`src/include/spiop_pkg.sv`:
```
/*
 package for the shared parallel io port: widths, reset values,
 implemented-bit mask and the carrier structs.
 assumes nothing of its surroundings.
*/
package spiop_pkg;
	localparam int SPIOP_W = 16;
	typedef logic [SPIOP_W-1:0] spiop_word_t;
	// bits that exist on this port; others read as zero
	localparam spiop_word_t SPIOP_IMPL_MASK = 16'h003f;
	// all pins come up as inputs
	localparam spiop_word_t SPIOP_DIR_RST = 16'hffff;
	localparam spiop_word_t SPIOP_LAT_RST = 16'h0000;
	localparam spiop_word_t SPIOP_PIN_RST = 16'h0000;

	typedef enum logic [1:0] {
		SPIOP_SEL_DIR,
		SPIOP_SEL_LAT,
		SPIOP_SEL_PIN,
		SPIOP_SEL_NONE
	} spiop_sel_e;

	// cpu access to the port
	typedef struct packed {
		logic wr;
		logic rd;
		spiop_sel_e sel;
		spiop_word_t wdata;
	} spiop_req_s;

	// peripheral side of the output multiplexers
	typedef struct packed {
		spiop_word_t enable;
		spiop_word_t drive;
		spiop_word_t data;
	} spiop_periph_s;

	// pad cell controls
	typedef struct packed {
		spiop_word_t out;
		spiop_word_t oe;
	} spiop_pad_s;
endpackage

```
`src/verilog/spiop_pad_mux.sv`:
```
/*
 per-pin output multiplexer pair choosing peripheral or port ownership.
 assumes peripheral enable and drive are synchronous to clk_sys.
*/
`timescale 1ns/100ps
`default_nettype none
module spiop_pad_mux
	import spiop_pkg::*;
(
	// port side
	input wire spiop_word_t port_data,
	input wire spiop_word_t port_oe,
	// peripheral side
	input wire spiop_periph_s periph,
	// pad side
	output spiop_pad_s pad_next
);
	wire spiop_word_t periph_owns;

	assign periph_owns = periph.enable & periph.drive & SPIOP_IMPL_MASK;
	assign pad_next.out = (periph_owns & periph.data) |
		(~periph_owns & port_data);
	assign pad_next.oe = (periph_owns & periph.drive) |
		(~periph_owns & port_oe);
endmodule
`default_nettype wire

```
`src/verilog/spiop_port.sv`:
```
/*
 shared parallel io port: direction, output latch and pin-state paths,
 pad ownership by peripherals and analog-pin effects on reads.
 assumes a synchronous cpu access port and pad inputs synchronous to
 clk_sys; pad wire resolution is done outside.
 accesses may come back to back; a read in the same cycle as a write
 returns the value from before that write.
*/
`timescale 1ns/100ps
`default_nettype none
module spiop_port
	import spiop_pkg::*;
(
	// clock and reset
	input wire logic clk_sys,
	input wire logic rst_n,
	// cpu access
	input wire spiop_req_s req,
	output spiop_word_t rdata,
	output logic rvalid,
	// configuration
	input wire spiop_word_t analog_pin_config,
	// peripherals
	input wire spiop_periph_s periph,
	// pads
	input wire spiop_word_t pad_in,
	output spiop_pad_s pad,
	// converter feed
	output spiop_word_t adc_level,
	output spiop_word_t adc_connect
);
	spiop_word_t pin_direction_reg;
	spiop_word_t output_latch_reg;
	spiop_word_t pin_sync;

	// ------------------------------------------------------------
	// helpers
	// ------------------------------------------------------------
	// keeps only the bits that exist on this port
	function automatic spiop_word_t impl_only(input spiop_word_t word);
		return word & SPIOP_IMPL_MASK;
	endfunction

	// write strobe aimed at one target
	function automatic logic wr_hit(input spiop_req_s r,
		input spiop_sel_e s);
		return r.wr && r.sel == s;
	endfunction

	// read strobe aimed at one target
	function automatic logic rd_hit(input spiop_req_s r,
		input spiop_sel_e s);
		return r.rd && r.sel == s;
	endfunction

	// ------------------------------------------------------------
	// decode
	// ------------------------------------------------------------
	wire logic wr_dir;
	wire logic wr_lat;
	wire spiop_word_t next_dir;
	wire spiop_word_t next_lat;
	wire spiop_word_t pin_state_reg;
	wire spiop_word_t next_rdata;
	wire spiop_word_t port_oe;
	wire spiop_word_t analog_in;
	wire spiop_pad_s next_pad;
	wire logic wr_lat_direct;
	wire logic wr_pin;
	wire logic rd_dir;
	wire logic rd_lat;
	wire logic rd_pin;
	wire spiop_word_t dir_view;
	wire spiop_word_t next_adc_connect;
	wire spiop_word_t next_adc_level;

	assign wr_dir = wr_hit(req, SPIOP_SEL_DIR);
	assign wr_lat_direct = wr_hit(req, SPIOP_SEL_LAT);
	assign wr_pin = wr_hit(req, SPIOP_SEL_PIN);
	assign wr_lat = wr_lat_direct || wr_pin;
	assign rd_dir = rd_hit(req, SPIOP_SEL_DIR);
	assign rd_lat = rd_hit(req, SPIOP_SEL_LAT);
	assign rd_pin = rd_hit(req, SPIOP_SEL_PIN);

	assign next_dir = wr_dir ? impl_only(req.wdata) : pin_direction_reg;
	assign next_lat = wr_lat ? impl_only(req.wdata) : output_latch_reg;

	assign port_oe = impl_only(~pin_direction_reg);

	// analog input only when direction is input
	assign analog_in = impl_only(analog_pin_config & pin_direction_reg);

	assign pin_state_reg = impl_only(pin_sync & ~analog_in);
	assign dir_view = impl_only(pin_direction_reg);

	assign next_rdata = !req.rd ? rdata :
		rd_dir ? dir_view :
		rd_lat ? output_latch_reg :
		rd_pin ? pin_state_reg : '0;

	// ------------------------------------------------------------
	// output multiplexers
	// ------------------------------------------------------------
	// idle peripheral leaves port
	spiop_pad_mux u_mux (
		.port_data(output_latch_reg),
		.port_oe(port_oe),
		.periph(periph),
		.pad_next(next_pad)
	);

	// ------------------------------------------------------------
	// registers
	// ------------------------------------------------------------
	// reset to inputs
	always_ff @(posedge clk_sys or negedge rst_n) begin
		if (!rst_n) begin
			pin_direction_reg <= SPIOP_DIR_RST & SPIOP_IMPL_MASK;
		end else begin
			pin_direction_reg <= next_dir;
		end
	end

	always_ff @(posedge clk_sys or negedge rst_n) begin
		if (!rst_n) begin
			output_latch_reg <= SPIOP_LAT_RST;
		end else begin
			output_latch_reg <= next_lat;
		end
	end

	// ------------------------------------------------------------
	// pin-state path
	// ------------------------------------------------------------
	// one stage only: pads are taken as synchronous to clk_sys
	// pad input register
	always_ff @(posedge clk_sys or negedge rst_n) begin
		if (!rst_n) begin
			pin_sync <= SPIOP_PIN_RST;
		end else begin
			pin_sync <= pad_in;
		end
	end

	// ------------------------------------------------------------
	// read port
	// ------------------------------------------------------------
	// rdata holds the last answer between reads
	always_ff @(posedge clk_sys or negedge rst_n) begin
		if (!rst_n) begin
			rdata <= '0;
		end else begin
			rdata <= next_rdata;
		end
	end

	always_ff @(posedge clk_sys or negedge rst_n) begin
		if (!rst_n) begin
			rvalid <= 1'b0;
		end else begin
			rvalid <= req.rd;
		end
	end

	always_ff @(posedge clk_sys or negedge rst_n) begin
		if (!rst_n) begin
			pad <= '0;
		end else begin
			pad <= next_pad;
		end
	end

	// ------------------------------------------------------------
	// converter feed
	// ------------------------------------------------------------
	// only analog pins, either direction
	assign next_adc_connect = impl_only(analog_pin_config &
		(pin_direction_reg | port_oe));
	// output pin shows its driven level
	assign next_adc_level = impl_only(pad_in & analog_pin_config);

	always_ff @(posedge clk_sys or negedge rst_n) begin
		if (!rst_n) begin
			adc_connect <= '0;
			adc_level <= '0;
		end else begin
			adc_connect <= next_adc_connect;
			adc_level <= next_adc_level;
		end
	end
endmodule
`default_nettype wire

```
`config.mk`:
```
export PLATFORM = sky130hd
export DESIGN_NAME = spiop_port
export DESIGN_NICKNAME = d
export VERILOG_FILES = /design/src/include/spiop_pkg.sv /design/src/verilog/spiop_pad_mux.sv /design/src/verilog/spiop_port.sv
export SDC_FILE = /design/constraint.sdc
export NUM_CORES = 1
export LEC_CHECK = 0
export BUFFER_PORTS_ARGS = -buffer_cell sky130_fd_sc_hd__buf_2
export CELL_PAD_IN_SITES_DETAIL_PLACEMENT = 1
export CELL_PAD_IN_SITES_GLOBAL_PLACEMENT = 2
export CORE_UTILIZATION = 24
export CTS_BUF_LIST = sky130_fd_sc_hd__clkbuf_16
export DETAILED_ROUTE_END_ITERATION = 8
export MAX_ROUTING_LAYER = met4
export PLACE_DENSITY = 0.87
export SLEW_MARGIN = 20
export SYNTH_ARGS = -nofsm -noshare
export SYNTH_HDL_FRONTEND = slang
export SYNTH_HIERARCHICAL = 1
export SYNTH_SLANG_ARGS = --single-unit
```
`constraint.sdc`:
```
create_clock -name clk_sys -period 1.4 [get_ports clk_sys]
set_clock_uncertainty 0.15 [all_clocks]
set_input_delay 0.21 -clock clk_sys [delete_from_list [all_inputs] [get_ports clk_sys]]
set_output_delay 0.21 -clock clk_sys [all_outputs]
set_load 0.05 [all_outputs]
```
; Word-level counts from Yosys, hierarchy flattened
; Cells that the tools add are included.
[op_classes]
eq_ne = 2
muxes = 3
bitwise_logic = 15
reduce_logical = 8
[ops]
columns = operator, n
row1 = $and 16x6->16, 2
row2 = $and 6x16->16, 2
row3 = $or 16x16->16, 2
row4 = $and 6x6->6, 5
row5 = $mux 6, 3
row6 = $not 6->16, 1
row7 = $not 6->6, 2
row8 = $logic_and 1x1->1, 6
row9 = $or 6x6->6, 1
row10 = $eq 2x1->1 const B, 1
row11 = $eq 2x2->1 const B, 1
row12 = $logic_not 2->1, 1
row13 = $logic_or 1x1->1, 1
[totals]
register_bits = 79
inputBits = 102
output_inout_bits = 81
word_cells = 37

; Longest topological paths before layout
; Gate-level depths: netlist (run 1).
[depth]
word_depth = 6
ltp_mapped = 5
mapped_depth_nobuf = 3

; Hierarchy
; The synthesis (run 1) kept the hierarchy.
[modules_own_cells]
columns = mod, instances, cells_each, area_each_um2, seq_area_each_um2
row1 = spiop_port, 1, 175, 2399.8, 1734.2
row2 = spiop_pad_mux, 1, 38, 300.3, 0.0

; Least setup slack after synthesis (run 1)
; No wires, ideal clock.
[synth_timing]
kind = input to register
start = in req[16] in the netlist's numbering
end = reg output_latch_reg[0]
setup_time_ps = 125
arrival_time_ps = 857
required_ps = 1125
slack_ps = 268
cell_stages = 3
path_buffers = 0
cell_sequence = xor2_1 nand2_1 mux2_2
[synth_via]
elab_chain_len = 3
elab_cells_between_ends = 5
cone_classes = eq/ne (2) / reduce/logical (3)
[synth_rtl]
columns = item, line
row1 = start: declaration, spiop_port.sv:18  ; input wire spiop_req_s req,
row2 = $eq 2x1->1 or $eq 2x2->1 (tied branches), spiop_port.sv:47  ; return r.wr && r.sel == s;
row3 = $logic_and 1x1->1, spiop_port.sv:47
row4 = $logic_or 1x1->1 (*), spiop_port.sv:80  ; assign wr_lat = wr_lat_direct || wr_pin;
row5 = end signal: assignment, spiop_port.sv:128  ; output_latch_reg <= next_lat;
row6 = end: declaration, spiop_port.sv:33  ; spiop_word_t output_latch_reg;
; Mark *: on every way between the ends. The rest lies on a longest branch, timed or not.
; A chain may end at the register's enable or synchronous reset.

; Worst setup path in the final report (run 1)
[layout_timing]
start = reg rdata[0]
end = out rdata[0]
[layout_rtl]
columns = item, line
row1 = start: declaration, spiop_port.sv:19  ; output spiop_word_t rdata,
row2 = start signal: assignment, spiop_port.sv:153  ; rdata <= next_rdata;
; No word-level cell between the ends.

==> results of run 1 <==
layout make-up:
type / count / area [µm²] / area share, %
multi-input combinational: 133 / 733.2 / 18.51
tap: 140 / 175.2 / 4.422
inverter: 6 / 22.52 / 0.5685
clock inverter: 7 / 162.7 / 4.106
timing repair buffer: 138 / 908.4 / 22.93
sequential: 69 / 1734 / 43.78
clock buffer: 9 / 225.2 / 5.685
per-layer routing:
layer	track usage [%]	vias up	routed length, µm
met3	3.496	9	404
met1	12.27	916	2412
met4	6.458	0	111
li1	-	878	-
met5	-	-	0
met2	20.47	77	3311
how the worst max path moves through the flow:
stage                        start             endpoint  slack (ns)  cells after the start
after floorplan            req[16]  output_latch_reg[0]        0.27                      3
after global placement     req[16]  output_latch_reg[3]        0.04                      5
after detailed placement   req[16]  output_latch_reg[3]        0.05                      5
after CTS                 rdata[5]             rdata[5]        0.06                      1
after global routing      rdata[0]             rdata[0]        0.03                      1
final                     rdata[0]             rdata[0]        0.06                      1
tightest hold or removal path, delay by kind of cell:
family	cells	cell delay (ns)
buf+inv	1	0.07
simple gates	2	0.17
per-stage QoR:
stage,total power [mW],cells,area [µm²]
CTS,6.663,502,3961
global route,6.819,502,3961
detailed placement,3.597,451,3223
floorplan,3.333,262,2884
global placement,3.551,451,3223
finish,6.551,502,3961
cells in the final DEF (no fill, tap or decap):
cell type      count
o21ai_0            6
and2_1             6
bufinv_16          5
nand2b_1           6
mux2_4             6
dfrtp_1           63
buf_12             1
a31oi_1            6
clkinv_4           1
nor2b_1           13
inv_1              7
nand2_1           20
clkbuf_16          9
nor3b_2            1
a21oi_1            6
dlygate4sd3_1     35
buf_4             11
mux2_2             6
o22ai_1            6
conb_1            50
buf_2             91
xor2_1             1
dfstp_2            6
repair_timing:
| item | 4_1_cts | 5_1_grt |
|---|---|---|
| hold buffers | 35 | 0 |
| endpoints found under the hold margin | 104 | 0 |
| setup endpoints to repair | 0 | 0 |
power breakdown:
part	switching, mW	internal [mW]
combinational	0.926	0.382
clock	0.831	2.10
sequential	0.0954	2.22
Yosys cell counts (3+ instances only):
| master | instances |
|---|---|
| o21ai_0 | 6 |
| a31oi_1 | 6 |
| mux2_4 | 6 |
| buf_4 | 50 |
| and2_1 | 6 |
| o22ai_1 | 6 |
| dfrtp_1 | 63 |
| dfstp_2 | 6 |
| inv_1 | 6 |
| nand2_1 | 20 |
| a21oi_1 | 6 |
| buf_2 | 3 |
| mux2_2 | 6 |
| nand2b_1 | 6 |
| nor2b_1 | 13 |
cell families (layout without fill, tap and decap cells):
family | after synthesis | after routing | share of synthesized area [%]
other | 1 | 50 | 0.1389
XOR/XNOR | 1 | 1 | 0.3244
buffers and inverters | 60 | 160 | 15.43
AO/OA/AOI/OAI | 24 | 24 | 5.005
AND/OR/NAND/NOR | 46 | 46 | 9.036
flip-flops | 69 | 69 | 64.23
multiplexers | 12 | 12 | 5.839
==> flow_metrics.py, run 1 <==
metrics = {
    "logic_synthesis": {
        "netlist_instances": 213,
        "synth_sequential_area_ratio_pct": 64.23,
        "ys_ff_latch": 69,
        "synth_top_area_share_pct": 58.39,
        "yosysTopAreaCell": "dfrtp_1",
        "synth_flop_cell": "dfrtp_1",
        "synth_edf_count": 0,
        "synth_area_leaders": "dfrtp_1 58%, buf_4 14%, dfstp_2 5.8%, mux2_4 3.3%, nor2b_1 3.0%",
        "synthArstFlopShare_pct": 100.0,
        "ys_types": 19,
        "avgSynthCellArea_um2": 12.68,
        "ys.warnings.count": 6,
        "syn_area_um2": 2700,
    },
    "clock_tree": {
        "cts_setup_buffers": 0,
        "cts_tree": "yes",
        "cts.path.max_buffers": 2,
        "cts_num_sinks": 69,
        "h-tree-depth": 3,
        "cts-root-buf": "clkbuf_16",
        "cts_resized": 0,
        "clk_latency_ns": 0.32,
        "cts_buffers": 9,
        "clkTransAtPathRegs_ns": 0.06,
    },
    "place": {
        "portBuffers": 92,
        "place.gp.congestion": 0.6628,
        "pre_cts_slack_ns": 0.05165,
        "dp_hpwl_um": 4494,
    },
    "status": {
        "status": "finished clean",
    },
    "global_routing": {
        "grt_pass1_wl_um": 9763,
        "track_usage_pct": 11.94,
        "grt_antenna_before_repair": 0,
        "gr-total-overflow": 0,
        "grt_pass1_vias": 1968,
        "grt_max_degree": 70,
    },
    "layout": {
        "fillers": 1219,
        "postLayoutCoreUtil_pct": 36.38,
        "antenna_cells": 0,
        "finalNetCount": 459,
        "largest_register_ffs": 32,
        "area_growth_pct": 46.71,
        "drive_gt1_share_pct": 37.85,
        "top_register": "pad",
    },
    "timing": {
        "rsz0062_at_grt": "no",
        "hold_violations": 0,
        "fin_ws_ns": 0.06118,
        "finalSetupTns_ns": 0,
        "whs_ns": 0.01624,
        "min_period_ns": 1.339,
        "period_share_pct": 95.63,
        "setup_violations": 0,
        "fmax_ghz": 0.7469,
        "slew_violations": 0,
    },
    "power_and_ir_drop": {
        "p_per_area_nw_per_um2": 1654,
        "irDropWorstVdd_uv": 484.0,
        "p_leak_nw": 1.955,
    },
    "drt": {
        "route.antenna.remaining_nets": 0,
        "post_drt_via_cell_ratio": 3.745,
        "wirelength_um": 6239,
        "dr.pass1.iters": 4,
        "vias": 1880,
        "first_iter_violations": 46,
        "routedWlPerCell_um": 12.43,
        "drc_errors": 0,
    },
    "worst_setup_path": {
        "path_buf_inv": 1,
        "start_kind": "register",
        "worstReg2RegStart": "pin_direction_reg[0]",
        "cpPeakStageDelay_ns": 0.37,
        "reg2reg_slack_ns": 0.27,
        "critPathArrivalTime_ns": 0.98,
        "cp_max_fo": 2,
        "crit_required_ns": 1.04,
        "cp_cell_sequence": "buf_2",
        "cpMaxStageDelayCell": "dfrtp_1",
        "r2r_cells": 3,
        "path_delay_family": "flip-flops",
        "reg2reg_to": "rdata[0]",
        "end_kind": "output pin",
        "crit_type": "register to output pin",
    },
    "min_path": {
        "hold_depth": 3,
        "min_to": "pad[0]",
        "hp-class": "input pin to register",
        "min-delay-start": "periph[16]",
    },
    "floorplanning": {
        "fp-row-count": 38,
        "core_um2": 10890,
        "die_w_um": 108.1,
        "io_pins": 183,
        "dieArea_um2": 11680,
        "die_h_um": 108.1,
        "initial_core_util_pct": 24.80,
    },
    "flow_run": {
        "maxCapViolCount": 0,
    },
}
(Power assumes the default switching activity.)
==> run 2, diff against run 1 <==
Clock period 1.4 ns to 1.5 ns, I/O delays scaled along.
==> flow_metrics.py, run 2 (synthesized netlist as in run 1, its figures left out) <==
metrics = {
    "timing": {
        "rsz0062_at_grt": "no",
        "period_share_pct": 89.57,
        "min_period_ns": 1.344,
        "fmax_ghz": 0.7443,
        "hold_violations": 0,
        "slew_violations": 0,
        "setup_violations": 0,
        "finalSetupTns_ns": 0,
    },
    "worst_setup_path": {
        "cp_max_fo": 2,
        "cpPeakStageDelay_ns": 0.37,
        "crit_type": "register to output pin",
        "start_kind": "register",
        "path_delay_family": "flip-flops",
        "cp_cell_sequence": "buf_2",
        "cpMaxStageDelayCell": "dfrtp_1",
        "path_depth": 1,
        "worstReg2RegStart": "pin_direction_reg[5]",
        "r2r_cells": 3,
        "reg2reg_slack_ns": 0.39,
        "end_kind": "output pin",
        "critPathArrivalTime_ns": 0.97,
        "startpoint": "rdata[4]",
        "crit_required_ns": 1.12,
        "path_buf_inv": 1,
        "reg2reg_to": "rdata[5]",
        "critical_path.endpoint": "rdata[4]",
    },
    "flow_run": {
        "maxCapViolCount": 0,
    },
    "layout": {
        "fin_area_um2": 3799,
        "top_register": "pad",
        "mostFrequentLayoutCells": "91 x buf_2, 63 x dfrtp_1, 50 x conb_1",
        "antenna_cells": 0,
        "largest_register_ffs": 32,
        "drive_gt1_share_pct": 38.42,
        "mostFrequentLayoutCell": "buf_2",
        "finalNetCount": 451,
        "fin_cells": 494,
        "area_growth_pct": 40.69,
    },
    "min_path": {
        "hp-class": "input pin to register",
        "hold_depth": 3,
    },
    "floorplanning": {
        "die_w_um": 108.1,
        "core_um2": 10890,
        "initial_core_util_pct": 24.80,
        "die_h_um": 108.1,
        "fp-row-count": 38,
        "io_pins": 183,
        "dieArea_um2": 11680,
    },
    "place": {
        "portBuffers": 92,
        "placed_cell_area_um2": 3208,
        "dp_cells": 449,
        "place.gp.congestion": 0.6679,
        "dp_hpwl_um": 4411,
    },
    "drt": {
        "routedWlPerCell_um": 12.49,
        "vias": 1845,
        "dr.pass1.iters": 3,
        "wirelength_um": 6169,
        "post_drt_via_cell_ratio": 3.735,
        "route.antenna.remaining_nets": 0,
        "first_iter_violations": 32,
        "drc_errors": 0,
    },
    "clock_tree": {
        "clk_latency_ns": 0.33,
        "clkTransAtPathRegs_ns": 0.06,
        "cts.path.max_buffers": 2,
        "cts_tree": "yes",
        "cts_resized": 0,
        "cts_buffers": 9,
        "cts-root-buf": "clkbuf_16",
        "h-tree-depth": 3,
        "cts_num_sinks": 69,
    },
    "status": {
        "status": "finished clean",
    },
    "power_and_ir_drop": {
        "p_leak_nw": 1.868,
        "p_per_area_nw_per_um2": 1435,
        "irDropWorstVdd_uv": 428.0,
    },
    "global_routing": {
        "grt_pass1_wl_um": 9294,
        "grt_max_degree": 70,
        "gr-total-overflow": 0,
        "track_usage_pct": 11.37,
        "grt_antenna_before_repair": 0,
        "grt_pass1_vias": 1922,
    },
}
## run 2: per-layer routing
metal,global-route usage (%),vias up,wire [µm]
met1,11.56,902,2409
met3,2.712,10,346
met4,6.751,0,138
met2,19.84,74,3275
met5,-,-,0
li1,-,859,-
## run 2: layout make-up
| class | instances | area, µm² |
|---|---|---|
| Clock buffer | 9 | 225.2 |
| Sequential cell | 69 | 1734 |
| Timing Repair Buffer | 130 | 833.3 |
| Multi-Input combinational cell | 133 | 733.2 |
| Fill cell | 1232 | 7089 |
| Clock inverter | 7 | 75.07 |
| Tap cell | 140 | 175.2 |
| Inverter | 6 | 22.52 |
## run 2: worst min-delay path by stage
stage / startpoint / endpoint / slack (ns)
final: periph[17] / pad[1] / 0.004
after global routing: periph[36] / pad[4] / 0.004
after CTS: periph[35] / pad[3] / 0.0009
after detailed placement: rst_n / pad[15] / 0.12
after global placement: rst_n / pad[29] / 0.11
after floorplan: rst_n / adc_connect[0] / -0.22
## run 2: power breakdown
group          switching [mW]  internal [mW]  total, mW
Combinational           0.860          0.342       1.20
Sequential             0.0849           2.07       2.16
Clock                   0.803           1.29       2.09
## run 2: repair_timing
| item | CTS | global route |
|---|---|---|
| buffers inserted | 0 | 0 |
| setup endpoints to repair | 0 | 1 |
| hold buffers | 30 | 0 |
| hold endpoints to repair | 102 | 0 |
## run 2: through the flow
stage	power, mW	hold slack (ns)	setup WS (ns)	utilization, %
2_1_floorplan	3.111	-0.2206	0.3529	-
3_3_place_gp	3.310	0.1094	0.1250	29.46
3_5_place_dp	3.345	0.1180	0.1104	29.46
4_1_cts	5.546	0.0008983	0.02399	34.98
5_1_grt	5.686	0.004289	0.1184	34.89
6_report	5.452	0.004084	0.1565	34.89
